## config.mk

```make
export PLATFORM = sky130hd
export DESIGN_NAME = nvc_ctrl
export DESIGN_NICKNAME = d
export VERILOG_FILES = /design/src/core/nvc_pkg.sv /design/src/core/nvc_ctrl.sv
export VERILOG_INCLUDE_DIRS = /design/src /design/src/core
export SDC_FILE = /design/constraint.sdc
export NUM_CORES = 1
export LEC_CHECK = 0
export BUFFER_PORTS_ARGS = -buffer_cell sky130_fd_sc_hd__buf_2
export CAP_MARGIN = 20
export CORE_MARGIN = 2
export CORE_UTILIZATION = 57
export CTS_CLUSTER_DIAMETER = 60
export CTS_CLUSTER_SIZE = 28
export DETAILED_ROUTE_END_ITERATION = 8
export PLACE_DENSITY = 0.83
export SKIP_LAST_GASP = 1
export SLEW_MARGIN = 15
export SYNTH_ARGS = -nofsm -noshare
export SYNTH_HDL_FRONTEND = slang
export SYNTH_SLANG_ARGS = --single-unit
```

## constraint.sdc

```tcl
create_clock -name clk -period 5.7 [get_ports clk]
set_input_delay 0.285 -clock clk [delete_from_list [all_inputs] [get_ports clk]]
set_output_delay 0.285 -clock clk [all_outputs]
set_load 0.005 [all_outputs]
```

## src/core/nvc_cfg.svh

```systemverilog
// Constants of the NVM command controller
//
// Contract
// Erase-write erases then programs, buffer kept
// Flash erase-write stalls CPU, EEPROM does not
// Buffer cleared after erase-write ends
// Buffer clear sets ones, stalls seven cycles
// Chip erase ignores guards, spares EEPROM optionally
// EEPROM erase sets ones, stalls CPU
// Fuse write only from debug port
// Programmer loads address, data, command, resets
// Post power-on lockout rejects writes, busy high
// Issuer waits for both busy flags low
// Lockout skipped by fuse or pin function
// Reset aborts a running write
// Request while enabled and flag set
// Sleep held off until write completes
// Ready event wakes from Idle only
// Wake-up clears page buffer to ones
// Protected writes need key within four instructions
// Three-bit command code decode
// Boot lock blanks boot reads, armed on exit
// App write guard set-only, reset clears
// Fault flag marks failed last operation
// Busy flags follow active memory
// Ready flag set while EEPROM idle, W1C; code sets it only once a write or erase command has been accepted since reset
`ifndef NVC_CFG_SVH
`define NVC_CFG_SVH

// ==========================================================
// Register offsets
`define NVC_OFF_CMD      4'h0
`define NVC_OFF_LOCK     4'h1
`define NVC_OFF_STATUS   4'h2
`define NVC_OFF_INTEN    4'h3
`define NVC_OFF_INTFLAG  4'h4
`define NVC_OFF_DATA_LO  4'h6
`define NVC_OFF_DATA_HI  4'h7
`define NVC_OFF_ADDR_LO  4'h8
`define NVC_OFF_ADDR_HI  4'h9

// ==========================================================
// Field positions
`define NVC_BIT_APPGUARD 0
`define NVC_BIT_BOOT_REGION_LOCK 1
`define NVC_BIT_FLASH_BUSY_FLAG    0
`define NVC_BIT_EEPROM_BUSY_FLAG   1
`define NVC_BIT_FAULT    2
`define NVC_BIT_EEPROM_READY_EVENT  0

// ==========================================================
// Command codes
`define NVC_CMD_NONE     3'h0
`define NVC_CMD_WRITE    3'h1
`define NVC_CMD_ERASE    3'h2
`define NVC_CMD_ERWR     3'h3
`define NVC_CMD_PBCLR    3'h4
`define NVC_CMD_CHIP     3'h5
`define NVC_CMD_EEERASE  3'h6
`define NVC_CMD_FUSE     3'h7

// ==========================================================
// Reset values, counts and address decode
`define NVC_RST_BYTE     8'h00
`define NVC_RST_WORD     16'h0000
`define NVC_PBC_CYCLES   3'h7
`define NVC_KEY_WINDOW   3'h4
`define NVC_FLASH_BASE   16'h8000
`define NVC_LOCKOUT_DEF  1024

`endif

```

## src/core/nvc_pkg.sv

```systemverilog
// Types of the NVM command controller
package nvc_pkg;

    typedef enum logic [2:0] {
        ST_INIT,
        ST_LOCKOUT,
        ST_IDLE,
        ST_ARRAY,
        ST_ERWR_ERASE,
        ST_PBCLR
    } nvc_fsm_t;

    typedef enum logic [2:0] {
        OP_WRITE,
        OP_ERASE,
        OP_CHIP,
        OP_EEERASE,
        OP_FUSE
    } nvc_op_kind_t;

    // Request to the memory array
    typedef struct packed {
        logic         start;
        nvc_op_kind_t kind;
        logic         eeprom;
        logic         keepEeprom;
        logic [15:0]  addr;
        logic [15:0]  data;
    } nvc_array_req_t;

    // Fuse straps, same clock domain
    typedef struct packed {
        logic keepEeprom;
        logic timeoutOff;
        logic resetPinProg;
    } nvc_fuse_t;

    typedef struct packed {
        nvc_fsm_t       fsm;
        logic [2:0]     cmd;
        logic           bootArm;
        logic           bootOn;
        logic           appGuard;
        logic           fault;
        logic           intEn;
        logic           eeFlag;
        logic           cmdSeen;
        logic [15:0]    data;
        logic [15:0]    addr;
        logic [2:0]     spmCnt;
        logic [2:0]     ioCnt;
        logic [15:0]    lockCnt;
        logic [2:0]     pbcCnt;
        logic           opEe;
        logic           opFlash;
        logic           pbClear;
        nvc_array_req_t req;
        logic [7:0]     rdData;
    } nvc_state_t;

endpackage : nvc_pkg

```

## src/core/nvc_ctrl.sv

```systemverilog
// NVM command controller: command sequencing, protection, status
//
// Local design decision: the strobed register port.
`timescale 1ns/1ps
`default_nettype none
`include "nvc_cfg.svh"

module nvc_ctrl
    import nvc_pkg::*;
#(
    parameter int unsigned LOCKOUT_CYCLES = `NVC_LOCKOUT_DEF
) (
    input  wire logic           clk,
    input  wire logic           rstn,
    input  wire logic           clkEn,
    input  wire logic [3:0]     regAddr,
    input  wire logic [7:0]     regWrData,
    input  wire logic           regWr,
    input  wire logic           regRd,
    output logic      [7:0]     regRdData,
    input  wire logic           fromDebugPort,
    input  wire logic           keySelfprog,
    input  wire logic           keyIoReg,
    input  wire logic           instrDone,
    input  wire logic           execInBoot,
    input  wire logic           powerOnReset,
    input  wire nvc_fuse_t      fuse,
    input  wire logic           targetBoot,
    input  wire logic           targetAppCode,
    input  wire logic           sectionMismatch,
    output nvc_array_req_t      arrayReq,
    input  wire logic           arrayDone,
    output logic                arrayAbort,
    output logic                pageBufClear,
    output logic                cpuStall,
    output logic                bootBlank,
    output logic                irq,
    input  wire logic           sleepReq,
    input  wire logic           sleepIdle,
    input  wire logic           wakeUp,
    output logic                wakeReq,
    output logic                ctrlSleep,
    output logic                clockHold
);

    // ==========================================================
    // State
    nvc_state_t st;
    nvc_state_t next_st;

    localparam logic [15:0] LOCK_LAST = 16'(LOCKOUT_CYCLES - 1);

    logic       flashBusy;
    logic       eeprom_busy_flag;
    logic       wrCmd;
    logic       wrLock;
    logic       busyAny;
    logic [2:0] code;

    function automatic logic isEeprom(input logic [15:0] a);
        isEeprom = (a < `NVC_FLASH_BASE);
    endfunction : isEeprom

    function automatic logic [2:0] countDown(input logic [2:0] c,
                                             input logic       step);
        countDown = (step && c != 3'h0) ? c - 3'h1 : c;
    endfunction : countDown

    // ==========================================================
    // Status decode
    always_comb begin
        busyAny   = (st.fsm != ST_IDLE);

        flashBusy = (st.fsm == ST_INIT) || (st.fsm == ST_LOCKOUT)
                    || st.opFlash;
        eeprom_busy_flag    = (st.fsm == ST_INIT) || (st.fsm == ST_LOCKOUT)
                    || st.opEe;
        code      = regWrData[2:0];
        // Debug port writes are not subject to the key window
        wrCmd  = regWr && regAddr == `NVC_OFF_CMD
                 && (fromDebugPort || st.spmCnt != 3'h0);
        wrLock = regWr && regAddr == `NVC_OFF_LOCK
                 && (fromDebugPort || st.ioCnt != 3'h0);
    end

    // ==========================================================
    // Next state
    always_comb begin
        next_st             = st;
        next_st.req.start   = 1'b0;
        next_st.pbClear     = 1'b0;

        // Key windows count retired instructions
        next_st.spmCnt = keySelfprog ? `NVC_KEY_WINDOW
                         : countDown(st.spmCnt, instrDone);
        next_st.ioCnt  = keyIoReg ? `NVC_KEY_WINDOW
                         : countDown(st.ioCnt, instrDone);

        // Boot lock goes live once code leaves the boot region
        if (st.bootArm && !execInBoot) begin
            next_st.bootOn = 1'b1;
        end

        // Plain registers
        if (regWr) begin
            case (regAddr)
                `NVC_OFF_INTEN: begin
                    next_st.intEn = regWrData[`NVC_BIT_EEPROM_READY_EVENT];
                end
                `NVC_OFF_DATA_LO: begin
                    next_st.data[7:0] = regWrData;
                end
                `NVC_OFF_DATA_HI: begin
                    next_st.data[15:8] = regWrData;
                end
                `NVC_OFF_ADDR_LO: begin
                    next_st.addr[7:0] = regWrData;
                end
                `NVC_OFF_ADDR_HI: begin
                    next_st.addr[15:8] = regWrData;
                end
                default: begin
                end
            endcase
        end

        // Lock bits are set-only; only reset clears them
        if (wrLock) begin
            if (regWrData[`NVC_BIT_APPGUARD]) begin
                next_st.appGuard = 1'b1;
            end
            if (regWrData[`NVC_BIT_BOOT_REGION_LOCK] && execInBoot) begin
                next_st.bootArm = 1'b1;
            end
        end

        // Ready flag: W1C, but the idle level wins over the clear
        if (regWr && regAddr == `NVC_OFF_INTFLAG
            && regWrData[`NVC_BIT_EEPROM_READY_EVENT]) begin
            next_st.eeFlag = 1'b0;
        end
        if (st.cmdSeen && !eeprom_busy_flag) begin
            next_st.eeFlag = 1'b1;
        end

        case (st.fsm)
            ST_INIT: begin
                next_st.pbClear = 1'b1;
                next_st.lockCnt = `NVC_RST_WORD;
                // Lockout only after power-on, unless a fuse skips it
                if (powerOnReset && fuse.timeoutOff
                    && !fuse.resetPinProg) begin
                    next_st.fsm = ST_LOCKOUT;
                end else begin
                    next_st.fsm = ST_IDLE;
                end
            end
            ST_LOCKOUT: begin
                if (wrCmd && code != `NVC_CMD_NONE) begin
                    next_st.fault = 1'b1;
                end
                if (st.lockCnt >= LOCK_LAST) begin
                    next_st.fsm = ST_IDLE;
                end else begin
                    next_st.lockCnt = st.lockCnt + 16'h0001;
                end
            end
            ST_IDLE: begin
                if (wrCmd && !(code == `NVC_CMD_FUSE
                               && !fromDebugPort)) begin
                    next_st.cmd          = code;
                    next_st.fault        = 1'b0;
                    next_st.req.eeprom   = isEeprom(st.addr);
                    next_st.req.addr     = st.addr;
                    next_st.req.data     = st.data;
                    next_st.req.keepEeprom = fuse.keepEeprom;
                    case (code)
                        `NVC_CMD_WRITE, `NVC_CMD_ERASE,
                        `NVC_CMD_ERWR: begin
                            if (!isEeprom(st.addr) && (targetBoot
                                || (targetAppCode && st.appGuard)
                                || (code != `NVC_CMD_ERASE
                                    && sectionMismatch))) begin
                                next_st.fault = 1'b1;
                            end else begin
                                next_st.cmdSeen   = 1'b1;
                                next_st.req.start = 1'b1;
                                next_st.req.kind  =
                                    (code == `NVC_CMD_WRITE)
                                    ? OP_WRITE : OP_ERASE;
                                next_st.opEe    = isEeprom(st.addr);
                                next_st.opFlash = !isEeprom(st.addr);
                                next_st.fsm = (code == `NVC_CMD_ERWR)
                                    ? ST_ERWR_ERASE : ST_ARRAY;
                            end
                        end
                        `NVC_CMD_PBCLR: begin
                            next_st.pbClear = 1'b1;
                            next_st.pbcCnt  = `NVC_PBC_CYCLES;
                            next_st.fsm     = ST_PBCLR;
                        end
                        `NVC_CMD_CHIP: begin
                            // Guards are not consulted
                            next_st.cmdSeen   = 1'b1;
                            next_st.req.start = 1'b1;
                            next_st.req.kind  = OP_CHIP;
                            next_st.opFlash   = 1'b1;
                            next_st.opEe      = !fuse.keepEeprom;
                            next_st.fsm       = ST_ARRAY;
                        end
                        `NVC_CMD_EEERASE: begin
                            next_st.cmdSeen   = 1'b1;
                            next_st.req.start = 1'b1;
                            next_st.req.kind  = OP_EEERASE;
                            next_st.opEe      = 1'b1;
                            next_st.fsm       = ST_ARRAY;
                        end
                        `NVC_CMD_FUSE: begin
                            next_st.req.start = 1'b1;
                            next_st.req.kind  = OP_FUSE;
                            next_st.opFlash   = 1'b1;
                            next_st.fsm       = ST_ARRAY;
                        end
                        default: begin
                        end
                    endcase
                end
            end
            ST_ERWR_ERASE: begin
                // Buffer kept across the erase so the write sees it
                if (arrayDone) begin
                    next_st.req.start = 1'b1;
                    next_st.req.kind  = OP_WRITE;
                    next_st.fsm       = ST_ARRAY;
                end
            end
            ST_ARRAY: begin
                if (arrayDone) begin
                    next_st.pbClear = 1'b1;
                    next_st.opEe    = 1'b0;
                    next_st.opFlash = 1'b0;
                    next_st.fsm     = ST_IDLE;
                end
            end
            ST_PBCLR: begin
                next_st.pbcCnt = st.pbcCnt - 3'h1;
                if (st.pbcCnt == 3'h1) begin
                    next_st.fsm = ST_IDLE;
                end
            end
            default: begin
                next_st.fsm = ST_IDLE;
            end
        endcase

        if (wakeUp) begin
            next_st.pbClear = 1'b1;
        end

        // Read data stands in the cycle after the strobe only
        next_st.rdData = `NVC_RST_BYTE;
        if (regRd) begin
            case (regAddr)
                `NVC_OFF_CMD: begin
                    next_st.rdData = {5'h00, st.cmd};
                end
                `NVC_OFF_LOCK: begin
                    next_st.rdData = {6'h00, st.bootArm, st.appGuard};
                end
                `NVC_OFF_STATUS: begin
                    next_st.rdData = {5'h00, st.fault, eeprom_busy_flag,
                                      flashBusy};
                end
                `NVC_OFF_INTEN: begin
                    next_st.rdData = {7'h00, st.intEn};
                end
                `NVC_OFF_INTFLAG: begin
                    next_st.rdData = {7'h00, st.eeFlag};
                end
                `NVC_OFF_DATA_LO: begin
                    next_st.rdData = st.data[7:0];
                end
                `NVC_OFF_DATA_HI: begin
                    next_st.rdData = st.data[15:8];
                end
                `NVC_OFF_ADDR_LO: begin
                    next_st.rdData = st.addr[7:0];
                end
                `NVC_OFF_ADDR_HI: begin
                    next_st.rdData = st.addr[15:8];
                end
                default: begin
                    next_st.rdData = `NVC_RST_BYTE;
                end
            endcase
        end
    end

    // ==========================================================
    // Registers
    always_ff @(posedge clk) begin
        if (!rstn) begin
            st        <= '0;
            st.fsm    <= ST_INIT;
            st.req.kind <= OP_WRITE;
        end else if (clkEn) begin
            st <= next_st;
        end
    end

    // ==========================================================
    // Outputs
    always_comb begin
        regRdData    = st.rdData;
        arrayReq     = st.req;
        // Array sees the reset directly; a held write cannot finish
        arrayAbort   = !rstn;
        pageBufClear = st.pbClear;
        // EEPROM page work runs in the background
        cpuStall     = st.opFlash || st.fsm == ST_PBCLR
                       || (st.fsm != ST_IDLE && st.opEe
                           && st.req.kind != OP_WRITE
                           && st.req.kind != OP_ERASE);
        bootBlank    = st.bootOn;
        irq          = st.intEn && st.eeFlag;
        wakeReq      = irq && sleepIdle;
        ctrlSleep    = sleepReq && !busyAny;
        clockHold    = sleepReq && (st.opEe || st.opFlash);
    end

endmodule : nvc_ctrl
`default_nettype wire

```

# Yosys cells after proc, flatten, opt, wreduce, memory -nomap -nowiden
# Cells that the tools add are included.
[op_classes] n_mux=43 n_addsub=4 reduce_logical=84 eq_ne=38 order_cmp=2
[ops] operator="8-bit one-hot mux with 9 select lines" count=1
[ops] operator="44-bit 2-to-1 mux" count=1
[ops] operator="3-bit 2-to-1 mux" count=12
[ops] operator="16-bit one-hot mux with 2 select lines" count=1
[ops] operator="3-bit AND reduction" count=9
[ops] operator="1-bit logical AND" count=26
[ops] operator="3-bit == test (second input constant)" count=6
[ops] operator="3-bit one-hot mux with 6 select lines" count=1
[ops] operator="6-bit AND reduction" count=3
[ops] operator="2-bit nonzero test" count=9
[ops] operator="16-bit by 1-bit adder with 16-bit output (second input constant)" count=1
[ops] operator="16-bit by 10-bit >= comparator with 1-bit output (second input constant)" count=1
[ops] operator="16-bit < comparator (second input constant)" count=1
[ops] operator="16-bit 2-to-1 mux" count=1
[ops] operator="4-bit one-hot mux with 4 select lines" count=1
[ops] operator="3-bit by 2-bit == test with 1-bit output (second input constant)" count=4
[ops] operator="4-bit by 3-bit == test with 1-bit output (second input constant)" count=3
[ops] operator="2-bit inequality test (second input constant)" count=6
[ops] operator="3-bit nonzero test" count=4
[ops] operator="1-bit logical OR" count=10
[ops] operator="1-bit 2-to-1 mux" count=10
[ops] operator="3-bit by 1-bit == test with 1-bit output (second input constant)" count=3
[ops] operator="1-bit logical NOT" count=9
[ops] operator="3-bit by 2-bit inequality test with 1-bit output (second input constant)" count=3
[ops] operator="other kinds (28)" count=45
[totals] ff_bits=119 wordCells=198 input_bits=33 out_inout_bits=54

# Longest topological paths before layout
[depth] ltp_word=9 depth_mapped=9

# Worst setup path before layout
# OpenSTA, ideal clock, no wires.
[synth_timing] path_kind="input port to flip-flop" from="in regAddr[0]" to="reg st (netlist bit arrayReq[31])" required_ps=5630 cell_stages=8 arrival_time_ps=2098 path_slack_ps=3531 cell_sequence="buf_2 or3_4 or4_1 buf_2 nor3_4 buf_6 nand2_1 a21oi_1"
[synth_between] elab_chain_len=5
[synth_lines] element="from (decl)" line_no="nvc_ctrl.sv:16" text="input wire logic [3:0] regAddr,"
[synth_lines] element="4-bit logical NOT"
[synth_lines] element="1-bit logical AND (no line)"
[synth_lines] element="1-bit logical AND" line_no="nvc_ctrl.sv:80" text="wrCmd = regWr && regAddr == `NVC_OFF_CMD"
[synth_lines] element="1-bit logical AND" line_no="nvc_ctrl.sv:169" text="if (wrCmd && !(code == `NVC_CMD_FUSE"
[synth_lines] element="3-bit AND reduction (no line)"
[synth_lines] element="to (signal assigned)" line_no="nvc_ctrl.sv:307" text="st <= next_st;"
[synth_lines] element="to (decl)" line_no="nvc_ctrl.sv:48" text="nvc_state_t st;"
# No other way between the ends.
# A chain may end at the register's enable or synchronous reset.

# Final worst setup path
[layout_timing] from="reg st[71] in the netlist's numbering" to="reg st (netlist bit arrayReq[30])"
[layout_between] elab_chain_len=5
[layout_lines] element="3-bit nonzero test" line_no="nvc_ctrl.sv:81" text="&& (fromDebugPort || st.spmCnt != 3'h0);"
[layout_lines] element="1-bit logical OR" line_no="nvc_ctrl.sv:81"
[layout_lines] element="1-bit logical AND" line_no="nvc_ctrl.sv:80"
[layout_lines] element="1-bit logical AND" line_no="nvc_ctrl.sv:169"
[layout_lines] element="3-bit AND reduction (no line)"
# No other way between the ends.

==> out/qor.txt <==
CTS root buffer = clkbuf_8
R2R Path End = arrayReq[30]$_SDFFE_PN0P_
Worst-margin pin slew = 979.5 ps
Maximum VDD drop = 0.2287 mV
Initial Utilization = 58.96%
Number of synthesized flops with an enable pin = 0
Worst slack, placed = 3061 ps
# port buffers = 86
Clock-pin slew of the registers on the worst-case setup and hold paths = 60 ps
Fmax = 405.2 MHz
Worst setup SP type = register
Slew headroom = 34.14%
Static leakage = 2.524 nW
Slowest cell on crit path = or4_1
Final Critical Period = 2468 ps
DRC = 0
Resized cells post-CTS = 0
YS warnings = 0
R2R setup slack = 3230 ps
Tot Pwr = 2.087 mW
Synth Register Bits = 119
Core footprint = 9819 um^2
Status = completed
Largest net degree at the start of global routing = 53
Syn_area_per_cell = 8.200 um^2
First-pass GRT wire length = 23.94 mm
Distinct cells, synth = 57
Syn Nets = 746
Area growth syn-to-layout = 12.62%
Hold depth = 3
CTS tree = done
Setup TNS = 0 ps
Critical path class = register to register
Deepest clock path buffer count = 2
Util after Layout = 66.40%
Die Area = 10980 um^2
Post-CTS Setup Bufs = 0
Synthesized area = 5789 um^2
R2R depth = 8
# rows = 36
H-tree level count = 4
Setup violations, final = 0
Hold-fix buffers, CTS = 0
Total Wirelength = 14.83 mm
Final WS setup = 3232 ps
Worst Path Arrival = 2920 ps
Vias in the first global route = 4936
Worst path depth = 8
Antenna violations before repair = 1
DRT Pass-1 Iters = 5
Routability-driven placement congestion ratio = 0.9109
Skew-Pair Late Insertion Delay = 530 ps
Worst setup path endpoint = arrayReq[30]$_SDFFE_PN0P_
Buf/Inv on CP = 2
Timing startpoint of the critical path = st[71]$_SDFFE_PN0P_
Hold_sp = fuse[2]
Total clock sinks = 119
Overflow after GRT = 0
Primary FF master, synth = dfxtp_1
Hpwl dp = 9.676 mm
Ports = 87
Die height = 104.8 um
Final Hold Violating Endpoints = 0
HP Class = input pin to register
Maxcap violations = 0
CP max stage delay = 700 ps
1st-iter DRT viols = 482
RSZ-0062 raised after global routing = false
Crit path max-delay family = simple AND/OR/NAND/NOR gates
Nets@finish = 767
Layout cells sized above 1 = 18.11%
Crit share post-route = 43.29%
CP required = 6150 ps
Reg2reg start = st[71]$_SDFFE_PN0P_
Post-synth ARST share = 0%
Gate Count Post-Synth = 706
Num CTS Buffers = 17
Max FO, Critical Path = 37
Max-slew violations = 0
Cells along the critical path = inv_1, ha_1, nor3b_1, or4_1, nor3_4, buf_4, nand2_1, a21oi_1
Seq/Total Area, Yosys = 41.15%
Die Width = 104.8 um
Post-Route Skew = 8.934 ps
Vias = 5225
Endpoint class of the critical path = register
Post-DR wirelength/cell = 16.95 um
DR vias/cell = 5.971
PD cells = 320.1 nW/um^2
Total global-route track usage = 27.13%
Post-route ant nets = 0
==> layout make-up <==
type / count / area, um^2
repair buffers: 91 / 465.4
fillers: 794 / 3299
well taps: 133 / 166.4
flip-flops and latches: 119 / 2382
inverters: 13 / 48.80
clock buffers: 17 / 414.1
diodes: 2 / 5.005
multi-input cells: 485 / 2824
clock inverters: 15 / 214.0
==> stage by stage <==
step | area, um^2 | cells | hold WS (ps)
3_3_place_gp | 5882 | 840 | 440.9
2_1_floorplan | 5789 | 706 | 421.0
5_1_grt | 6518 | 874 | 29.21
4_1_cts | 6510 | 872 | 13.63
6_report | 6520 | 875 | 29.36
3_5_place_dp | 5882 | 840 | 446.0
==> where the power goes <==
group / leakage (nW) / switching (mW) / internal (mW) / total [mW]
Combinational: 1.26 / 0.0784 / 0.0348 / 0.113
Sequential: 0.960 / 0.00663 / 0.838 / 0.844
Clock: 0.300 / 0.411 / 0.719 / 1.13
==> worst min path at each step <==
stage / to
finish: arrayReq[32]$_SDFFE_PN0P_
global route: arrayReq[32]$_SDFFE_PN0P_
CTS: arrayReq[32]$_SDFFE_PN0P_
detailed placement: arrayReq[7]$_SDFFE_PN0P_
global placement: st[113]$_SDFFE_PN0P_
floorplan: arrayReq[32]$_SDFFE_PN0P_
==> sequential cells by signal, indices dropped and copies added, names as in the netlist <==
| register | flops |
|---|---|
| st | 71 |
| bootBlank | 1 |
| arrayReq | 38 |
| pageBufClear | 1 |
| regRdData | 8 |
==> logic make-up (layout without fill, tap and decap cells) <==
group,Yosys count,after routing,synth area share (%)
XOR/XNOR,3,3,0.4539
buffers and inverters,102,136,10.07
AO/OA/AOI/OAI,153,153,16.02
adder cells (fa/ha/maj),7,7,1.513
flip-flops,119,119,41.15
multiplexers,46,46,8.213
AND/OR/NAND/NOR,276,276,22.58
other,0,2,0
==> cell usage in the layout, fill, tap and decap left out, drive strengths merged, types with 7 or more instances in the layout <==
master  Yosys  layout
nand3      14      14
nor2       68      68
and2       14      14
o22ai       7       7
clkbuf     32      17
a31oi       8       8
or3         9       9
nor3        8       8
nand2     111     111
nand4      11      11
mux2i      43      43
ha          7       7
o21ai      29      29
a21oi      69      69
nand2b     10      10
dfxtp     119     119
inv        13      18
buf        57      91
==> synth_stat cells (7+ instances only) <==
cell	count	area, um^2
nand2b_1	10	62.56
nor3_1	7	35.03
mux2i_1	43	430.4
nor2_1	68	255.2
nand4_1	11	68.82
clkbuf_1	32	120.1
and2_1	14	87.58
buf_4	46	345.3
or3_1	8	50.05
a21oi_1	69	345.3
o21ai_0	29	145.1
inv_1	13	48.80
nand2_1	111	416.7
a31oi_1	8	50.05
nand3_1	14	70.07
o22ai_1	7	43.79
ha_1	7	87.58
dfxtp_1	119	2382
==> worst reg2reg max path: cells and delay by family (launching register included) <==
family | cells | cell delay, ps
flip-flops | 1 | 350
AO/OA/AOI/OAI | 1 | 140
buffers and inverters | 2 | 460
adder cells (fa/ha/maj) | 1 | 200
AND/OR/NAND/NOR | 4 | 1220
==> routing by layer <==
metal  share of wire [%]  routed length, um  GRT usage (%)
met5                   0                  0              0
met4                 2.3                342          10.57
met3                 7.1               1051          6.301
met2                  49               7234          44.90
met1                  42               6207          34.25
No activity file was read; power rests on OpenSTA's default activity.
